===== src/kpi_pkg.sv =====
// Package for the keypad pin interrupt block: register map, fields, carriers.
// Assumes a 32-bit Avalon-MM word bus with word-aligned byte addresses.
package kpi_pkg;
   localparam int KPI_PINS      = 8;
   localparam int KPI_ADDR_W    = 4;
   localparam int KPI_DATA_W    = 32;
   localparam logic [KPI_ADDR_W-1:0] KPI_OFS_STATUS_CTRL = 4'h0;
   localparam logic [KPI_ADDR_W-1:0] KPI_OFS_PIN_ENABLE  = 4'h4;
   localparam logic [KPI_ADDR_W-1:0] KPI_OFS_BREAK_CTRL  = 4'h8;
   localparam int KPI_BIT_SENSE   = 0;
   localparam int KPI_BIT_MASK    = 1;
   localparam int KPI_BIT_ACK     = 2;
   localparam int KPI_BIT_PENDING = 3;
   localparam int KPI_BIT_BREAK_CLEAR_ENABLE    = 0;
   localparam logic [KPI_PINS-1:0]   KPI_PIN_ENABLE_RST = 8'h00;
   localparam logic [KPI_DATA_W-1:0] KPI_UNMAPPED_DATA  = 32'h0000_0000;

   typedef enum logic [1:0] {
      KPI_BUS_IDLE = 2'b00,
      KPI_BUS_ANS  = 2'b01
   } kpi_bus_state_t;

   typedef struct packed {
      logic                  read;
      logic                  write;
      logic [KPI_ADDR_W-1:0] address;
      logic [KPI_DATA_W-1:0] writedata;
   } kpi_bus_req_t;

   typedef struct packed {
      logic                  waitrequest;
      logic [KPI_DATA_W-1:0] readdata;
   } kpi_bus_rsp_t;
endpackage


===== src/kpi_keypad_irq.sv =====
// Keypad pin interrupt unit: eight key lines, latched request, mask, pending flag.
// Assumes key pins are asynchronous, and CPU vector fetch, break and low-power
// status arrive as signals on sys_clk_in.
//
// Summary of operation
// - Each enable bit makes its line a keypad interrupt input; cleared bit excludes it.
// - An enabled line also turns on its internal pullup.
// - Request latches when an enabled line falls while all enabled lines were high.
// - Edge-only mode ignores a fall while another enabled line is already low.
// - Sense select 1 is edge plus level, 0 is edge only.
// - Level mode clears only after acknowledge and all lines high, any order.
// - Level mode keeps the request pending while any enabled line is low.
// - A vector fetch acknowledges the request, subject to the level condition.
// - Writing 1 to the acknowledge bit acknowledges too; it always reads 0.
// - A fall after an acknowledge latches a fresh request.
// - Unmasked pending request interrupts the CPU through the keypad vector.
// - Edge-only mode clears at once on acknowledge, whatever the line levels.
// - Reset clears request, flag and sense select, even with a line low.
// - Pending flag reads the request regardless of the mask.
// - Enabled lines are forced to inputs; reads give the pin only if direction is 0.
// - Mask bit 1 stops the CPU interrupt; reset clears it.
// - Detection runs in wait and stop; unmasked request wakes the processor.
// - In break, a written acknowledge is ignored unless break clear enable is 1; then it sticks. A vector fetch still acknowledges.
// - Status register bits 7 to 4 read as 0.
`timescale 1ns/1ps
module kpi_keypad_irq
   import kpi_pkg::*;
#(
   parameter int PINS = KPI_PINS
) (
   input  wire logic            sys_clk_in,
   input  wire logic            rst_n_in,
   input  wire logic [3:0]      avs_address_in,
   input  wire logic            avs_read_in,
   input  wire logic            avs_write_in,
   input  wire logic [31:0]     avs_writedata_in,
   input  wire logic [3:0]      avs_byteenable_in,
   output logic      [31:0]     avs_readdata_out,
   output logic                 avs_waitrequest_out,
   input  wire logic [PINS-1:0] key_pin_in,
   input  wire logic [PINS-1:0] port_direction_bits_in,
   input  wire logic [PINS-1:0] port_data_latch_in,
   input  wire logic            vector_fetch_in,
   input  wire logic            break_state_in,
   input  wire logic            low_power_in,
   output logic      [PINS-1:0] pullup_enable_out,
   output logic      [PINS-1:0] port_direction_eff_out,
   output logic      [PINS-1:0] port_read_value_out,
   output logic                 cpu_irq_out,
   output logic                 wake_out
);
   logic [PINS-1:0] sync1_reg;
   logic [PINS-1:0] sync2_reg;
   logic [PINS-1:0] pin_enable_reg;
   logic            sense_select_reg;
   logic            irq_mask_bit_reg;
   logic            break_clear_enable_reg;
   logic            request_reg;
   logic            request_next;
   // Level mode: an acknowledge taken while a line is still low waits here
   logic            ack_seen_reg;
   logic            ack_seen_next;
   logic            all_high_prev_reg;
   logic [31:0]     readdata_reg;
   kpi_bus_state_t  bus_state_reg;

   // Two flops per line; only sync2 feeds detection
   always_ff @(posedge sys_clk_in or negedge rst_n_in) begin
      if (!rst_n_in) begin
         sync1_reg <= '1;
         sync2_reg <= '1;
      end else begin
         sync1_reg <= key_pin_in;
         sync2_reg <= sync1_reg;
      end
   end

   wire [PINS-1:0] enabled_low = pin_enable_reg & ~sync2_reg;
   wire            any_low     = |enabled_low;
   wire            all_high    = ~any_low;
   // Latch only on the transition from all high to some low
   wire            fall_event  = any_low && all_high_prev_reg;

   // One-cycle answer: waitrequest is high on the request cycle, low the next
   wire req_active = (avs_read_in || avs_write_in) && (bus_state_reg == KPI_BUS_IDLE);
   wire wr_take    = avs_write_in && (bus_state_reg == KPI_BUS_ANS);
   wire rd_take    = avs_read_in && (bus_state_reg == KPI_BUS_ANS);
   wire sel_sc     = (avs_address_in == KPI_OFS_STATUS_CTRL);
   wire sel_pe     = (avs_address_in == KPI_OFS_PIN_ENABLE);
   wire sel_bk     = (avs_address_in == KPI_OFS_BREAK_CTRL);
   wire lane0      = avs_byteenable_in[0];

   wire ack_write  = wr_take && sel_sc && lane0 && avs_writedata_in[KPI_BIT_ACK];
   // Break protects the flag from written acknowledges unless clearing is allowed; a clear then sticks
   wire ack_allow  = !break_state_in || break_clear_enable_reg;
   wire ack        = vector_fetch_in || (ack_write && ack_allow);

   always_comb begin
      request_next  = request_reg;
      ack_seen_next = ack_seen_reg;
      if (ack && !sense_select_reg) begin
         request_next  = 1'b0;
         ack_seen_next = 1'b0;
      end else if (ack || ack_seen_reg) begin
         if (any_low) begin
            ack_seen_next = request_reg;
         end else begin
            request_next  = 1'b0;
            ack_seen_next = 1'b0;
         end
      end
      // A new fall in the same cycle as an acknowledge wins
      if (fall_event) begin
         request_next  = 1'b1;
         ack_seen_next = 1'b0;
      end
   end

   always_ff @(posedge sys_clk_in or negedge rst_n_in) begin
      if (!rst_n_in) begin
         request_reg       <= 1'b0;
         ack_seen_reg      <= 1'b0;
         all_high_prev_reg <= 1'b1;
      end else begin
         request_reg       <= request_next;
         ack_seen_reg      <= ack_seen_next;
         all_high_prev_reg <= all_high;
      end
   end

   always_ff @(posedge sys_clk_in or negedge rst_n_in) begin
      if (!rst_n_in) begin
         pin_enable_reg         <= KPI_PIN_ENABLE_RST;
         sense_select_reg       <= 1'b0;
         irq_mask_bit_reg       <= 1'b0;
         break_clear_enable_reg <= 1'b0;
      end else if (wr_take && lane0) begin
         if (sel_sc) begin
            sense_select_reg <= avs_writedata_in[KPI_BIT_SENSE];
            irq_mask_bit_reg <= avs_writedata_in[KPI_BIT_MASK];
         end else if (sel_pe) begin
            pin_enable_reg <= avs_writedata_in[PINS-1:0];
         end else if (sel_bk) begin
            break_clear_enable_reg <= avs_writedata_in[KPI_BIT_BREAK_CLEAR_ENABLE];
         end
      end
   end

   // Read data; the status ack bit and status bits 7..4 are never set
   logic [31:0] rd_mux;
   always_comb begin
      rd_mux = KPI_UNMAPPED_DATA;
      if (sel_sc) begin
         rd_mux[KPI_BIT_SENSE]   = sense_select_reg;
         rd_mux[KPI_BIT_MASK]    = irq_mask_bit_reg;
         rd_mux[KPI_BIT_PENDING] = request_reg;
      end else if (sel_pe) begin
         rd_mux[PINS-1:0] = pin_enable_reg;
      end else if (sel_bk) begin
         rd_mux[KPI_BIT_BREAK_CLEAR_ENABLE] = break_clear_enable_reg;
      end
   end

   always_ff @(posedge sys_clk_in or negedge rst_n_in) begin
      if (!rst_n_in) begin
         bus_state_reg <= KPI_BUS_IDLE;
         readdata_reg  <= KPI_UNMAPPED_DATA;
      end else begin
         if (req_active)
            bus_state_reg <= KPI_BUS_ANS;
         else
            bus_state_reg <= KPI_BUS_IDLE;
         if (req_active && avs_read_in)
            readdata_reg <= rd_mux;
      end
   end

   assign avs_waitrequest_out = (avs_read_in || avs_write_in) && !(rd_take || wr_take);
   assign avs_readdata_out    = readdata_reg;

   assign pullup_enable_out      = pin_enable_reg;
   assign port_direction_eff_out = port_direction_bits_in & ~pin_enable_reg;
   assign port_read_value_out    = (port_direction_bits_in & port_data_latch_in)
                                 | (~port_direction_bits_in & sync2_reg);
   assign cpu_irq_out = request_reg && !irq_mask_bit_reg;
   assign wake_out    = cpu_irq_out && low_power_in;
endmodule


===== config.mk =====
export PLATFORM = sky130hd
export DESIGN_NAME = kpi_keypad_irq
export DESIGN_NICKNAME = d
export VERILOG_FILES = /design/src/kpi_pkg.sv /design/src/kpi_keypad_irq.sv
export SDC_FILE = /design/constraint.sdc
export NUM_CORES = 1
export LEC_CHECK = 0
export CAP_MARGIN = 25
export CORE_MARGIN = 4
export CORE_UTILIZATION = 41
export DETAILED_ROUTE_END_ITERATION = 10
export DONT_BUFFER_PORTS = 1
export SYNTH_ARGS = -nofsm -noshare
export SYNTH_HDL_FRONTEND = slang
export SYNTH_SLANG_ARGS = --single-unit

===== constraint.sdc =====
create_clock -name sys_clk_in -period 2.7 [get_ports sys_clk_in]
set_input_delay 0.27 -clock sys_clk_in [delete_from_list [all_inputs] [get_ports sys_clk_in]]
set_output_delay 0.27 -clock sys_clk_in [all_outputs]
set_load 0.05 [all_outputs]

==> metrics.md <==
| Metric | Value |
|---|---|
| Total Wirelength | `around 3700 um` |
| Setup WS post-layout | `891 ps` |
| Final ANT Viol Nets | `0` |
| Clk_lat worst skew | `between 200 and 300 ps` |
| GRT Overall Usage | `around 14%` |
| Hold slack | `125 ps` |
| Seq/Total Area, Yosys | `a little over half` |
| Die extent in y | `~75 um` |
| Routability cong. | `around 0.74` |
| Max Clock Freq | `about 550 MHz` |
| Die area | `around 5600 um^2` |
| Hold Path Depth | `1` |
| Clk buf depth | `2` |
| Synth top area share | `30.3%` |
| Power density over the cells | `about 770 nW/um^2` |
| Top cells by area, synth | `dfrtp_1 (30%), dfstp_2 (25%), mux2_2 (12%), buf_4 (9.9%), nor2b_1 (3.1%)` |
| CTS Sinks | `39` |
| Iteration-0 DRC Markers | `28` |
| Drt drc | `0` |
| H-tree levels | `2` |
| Antenna violations before repair | `0` |
| Slew HR | `39.8%` |
| VDD IR max | `about 0.37 mV` |
| Most common cell in the netlist | `buf_4` |
| Buffers on Ports | `0` |
| Total Neg Setup Slack | `0 ps` |
| Max Slew Vio Count | `0` |
| Worst Tran Pin Value | `900 ps` |
| Worst R2R End | `ack_seen_reg$_DFFE_PN0P_` |
| Cell Rows | `23` |
| Antenna cells | `0` |
| Register bit total from synthesis | `39` |
| Distinct cells, synth | `29` |
| RSZ-0062 raised after global routing | `no` |
| P_leak | `0.916 nW` |
| Hold_sp | `avs_writedata_in[0]` |
| Worst Hold End | `sense_select_reg$_DFFE_PN0P_` |
| DP Worst Slack | `1110 ps` |
| Type of origin of the critical path | `register` |
| Warnings, synthesis | `0` |
| Worst R2R Path Depth | `4` |
| Setup violators final | `0` |
| Commonest cells post-synth | `buf_4 (24), dfrtp_1 (22), mux2_2 (19), dfstp_2 (17), nor2b_1 (9)` |
| Post-synth EDFFs | `0` |
| Hold Crit Class | `input pin to register` |
| Outcome | `finished, final reports clean` |
| Core area | `4140 um^2` |
| Worst-path clk slew | `80 ps` |
| Nets | `239` |
| Async SR Flop Fraction | `100%` |
| WP data arrival | `1540 ps` |
| Vias | `~1,100` |
| Fin. Hold Viols | `0` |
| Crit-path max FO | `5` |
| Drt wl/cell | `16.7 um` |
| First-pass GRT wire length | `5660 um` |
| Minimum clock period | `1810 ps` |
| CTS Buf Count | `5` |
| Final Skew | `8.29 ps` |
| Vias per inst | `4.96` |
| Layout cells sized above 1 | `34.3%` |
| Root buffer cell | `clkbuf_8` |
| Die X-Extent | `74.6 um` |
| First-pass iteration count of the detailed router | `4` |
| GR Overflow Total | `0` |
| Worst flop-to-flop path startpoint | `pullup_enable_out[2]$_DFFE_PN0P_` |
| CTS tree | `yes` |
| Number of global-route vias before repair | `between 1,000 and 1,500` |
| Ys flop type | `dfrtp_1` |
| Initial Utilization | `43.9%` |
| Post-Synthesis Cells | `145` |
| Data required, critical path | `2430 ps` |
| Flop2flop setup slack | `approximately 1000 ps` |
| Pin count of the biggest net entering global routing | `40` |
| Netlist Area Pre-Place | `1820 um^2` |
| Crit Path Category | `register to output pin` |
| Area Growth Syn to Fin | `12.7%` |
| Max Cap Viol | `0` |
| Crit end category | `output pin` |
| Cell taking the most area after synthesis | `dfrtp_1` |
| Gates resized, CTS repair | `0` |
| Io pins | `130` |
| Post-synthesis area per instance | `12.5 um^2` |
| Final Cycle Share | `67.0%` |
| Post-DP HPWL | `between 2000 and 3000 um` |
==> critical path, cell delays in order, from the launching register on <==
cell and delay, ps:
dfrtp_1 420, nor2b_1 150, buf_4 210, and2_1 470
==> layout make-up <==
class	instances	area, um^2
clock buffers	8	100
fillers	382	2090
inverters	3	11.3
multi-input cells	100	702
flip-flops and latches	39	997
well taps	50	62.6
repair buffers	19	178
==> cells by family after synthesis <==
family	after synthesis	share of synthesized area, %
flip-flops	39	54.8
multiplexers	23	14.0
other	1	0.206
buffers and inverters	29	11.3
AO/OA/AOI/OAI	14	6.53
AND/OR/NAND/NOR	39	13.1
==> cell usage in the layout (no fill, tap or decap) <==
cell type | synthesis | routed
a22o_1 | 5 | 5
a41oi_2 | 1 | 1
and2_1 | 1 | 1
and4b_1 | 1 | 1
buf_12 | 0 | 1
buf_4 | 24 | 9
clkbuf_1 | 1 | 1
clkbuf_8 | 0 | 7
conb_1 | 1 | 24
dfrtp_1 | 22 | 22
dfstp_2 | 17 | 17
dlygate4sd3_1 | 0 | 9
inv_1 | 3 | 3
mux2_2 | 19 | 19
mux2i_1 | 4 | 4
nand2_1 | 5 | 5
nand2b_1 | 7 | 7
nand3_1 | 2 | 2
nand3b_1 | 2 | 2
nor2_1 | 6 | 6
nor2_4 | 1 | 1
nor2b_1 | 9 | 9
nor3_1 | 2 | 2
nor4b_2 | 1 | 1
o2111ai_1 | 2 | 2
o211ai_1 | 1 | 1
o21ai_0 | 2 | 2
o221ai_1 | 1 | 1
o31ai_1 | 2 | 2
or2b_2 | 1 | 1
or3_4 | 1 | 1
==> routing by layer <==
layer / vias up / GRT usage (%) / share of wire (%)
li1: 495 / - / -
met1: 518 / 15.3 / 35
met2: 65 / 22.6 / 52
met3: 8 / 6.28 / 11
met4: 0 / 6.32 / 1.7
met5: - / 0 / 0
==> worst max-delay path by stage <==
| stage | start | end | cells past startpoint |
|---|---|---|---|
| after floorplan | request_reg$_DFFE_PN0P_ | wake_out | 2 |
| final | request_reg$_DFFE_PN0P_ | wake_out | 3 |
| after detailed placement | pullup_enable_out[7]$_DFFE_PN0P_ | ack_seen_reg$_DFFE_PN0P_ | 4 |
| after CTS | request_reg$_DFFE_PN0P_ | wake_out | 3 |
| after global routing | request_reg$_DFFE_PN0P_ | wake_out | 3 |
| after global placement | pullup_enable_out[7]$_DFFE_PN0P_ | ack_seen_reg$_DFFE_PN0P_ | 4 |
==> power breakdown <==
part           internal, mW  switching, mW  leakage [nW]
registers             0.649          0.129         0.475
clock network         0.233          0.190        0.0515
logic                 0.107          0.278         0.389
total                 0.989          0.596         0.916
==> through the flow <==
| step | power, mW | area (um^2) | std cells | util (%) |
|---|---|---|---|---|
| after CTS | 1.61 | 2050 | 219 | 49.5 |
| after global placement | 1.14 | 1840 | 201 | 44.4 |
| after floorplan | 1.11 | 1910 | 168 | - |
| after detailed placement | 1.15 | 1840 | 201 | 44.4 |
| final | 1.59 | 2050 | 219 | 49.5 |
| after global routing | 1.66 | 2050 | 219 | 49.5 |
==> timing repair <==
item / in CTS / in global routing
hold buffers: 10 / 0
buffers inserted: 0 / 0
hold endpoints to repair: 47 / 0
No activity file was read; power rests on OpenSTA's default activity.
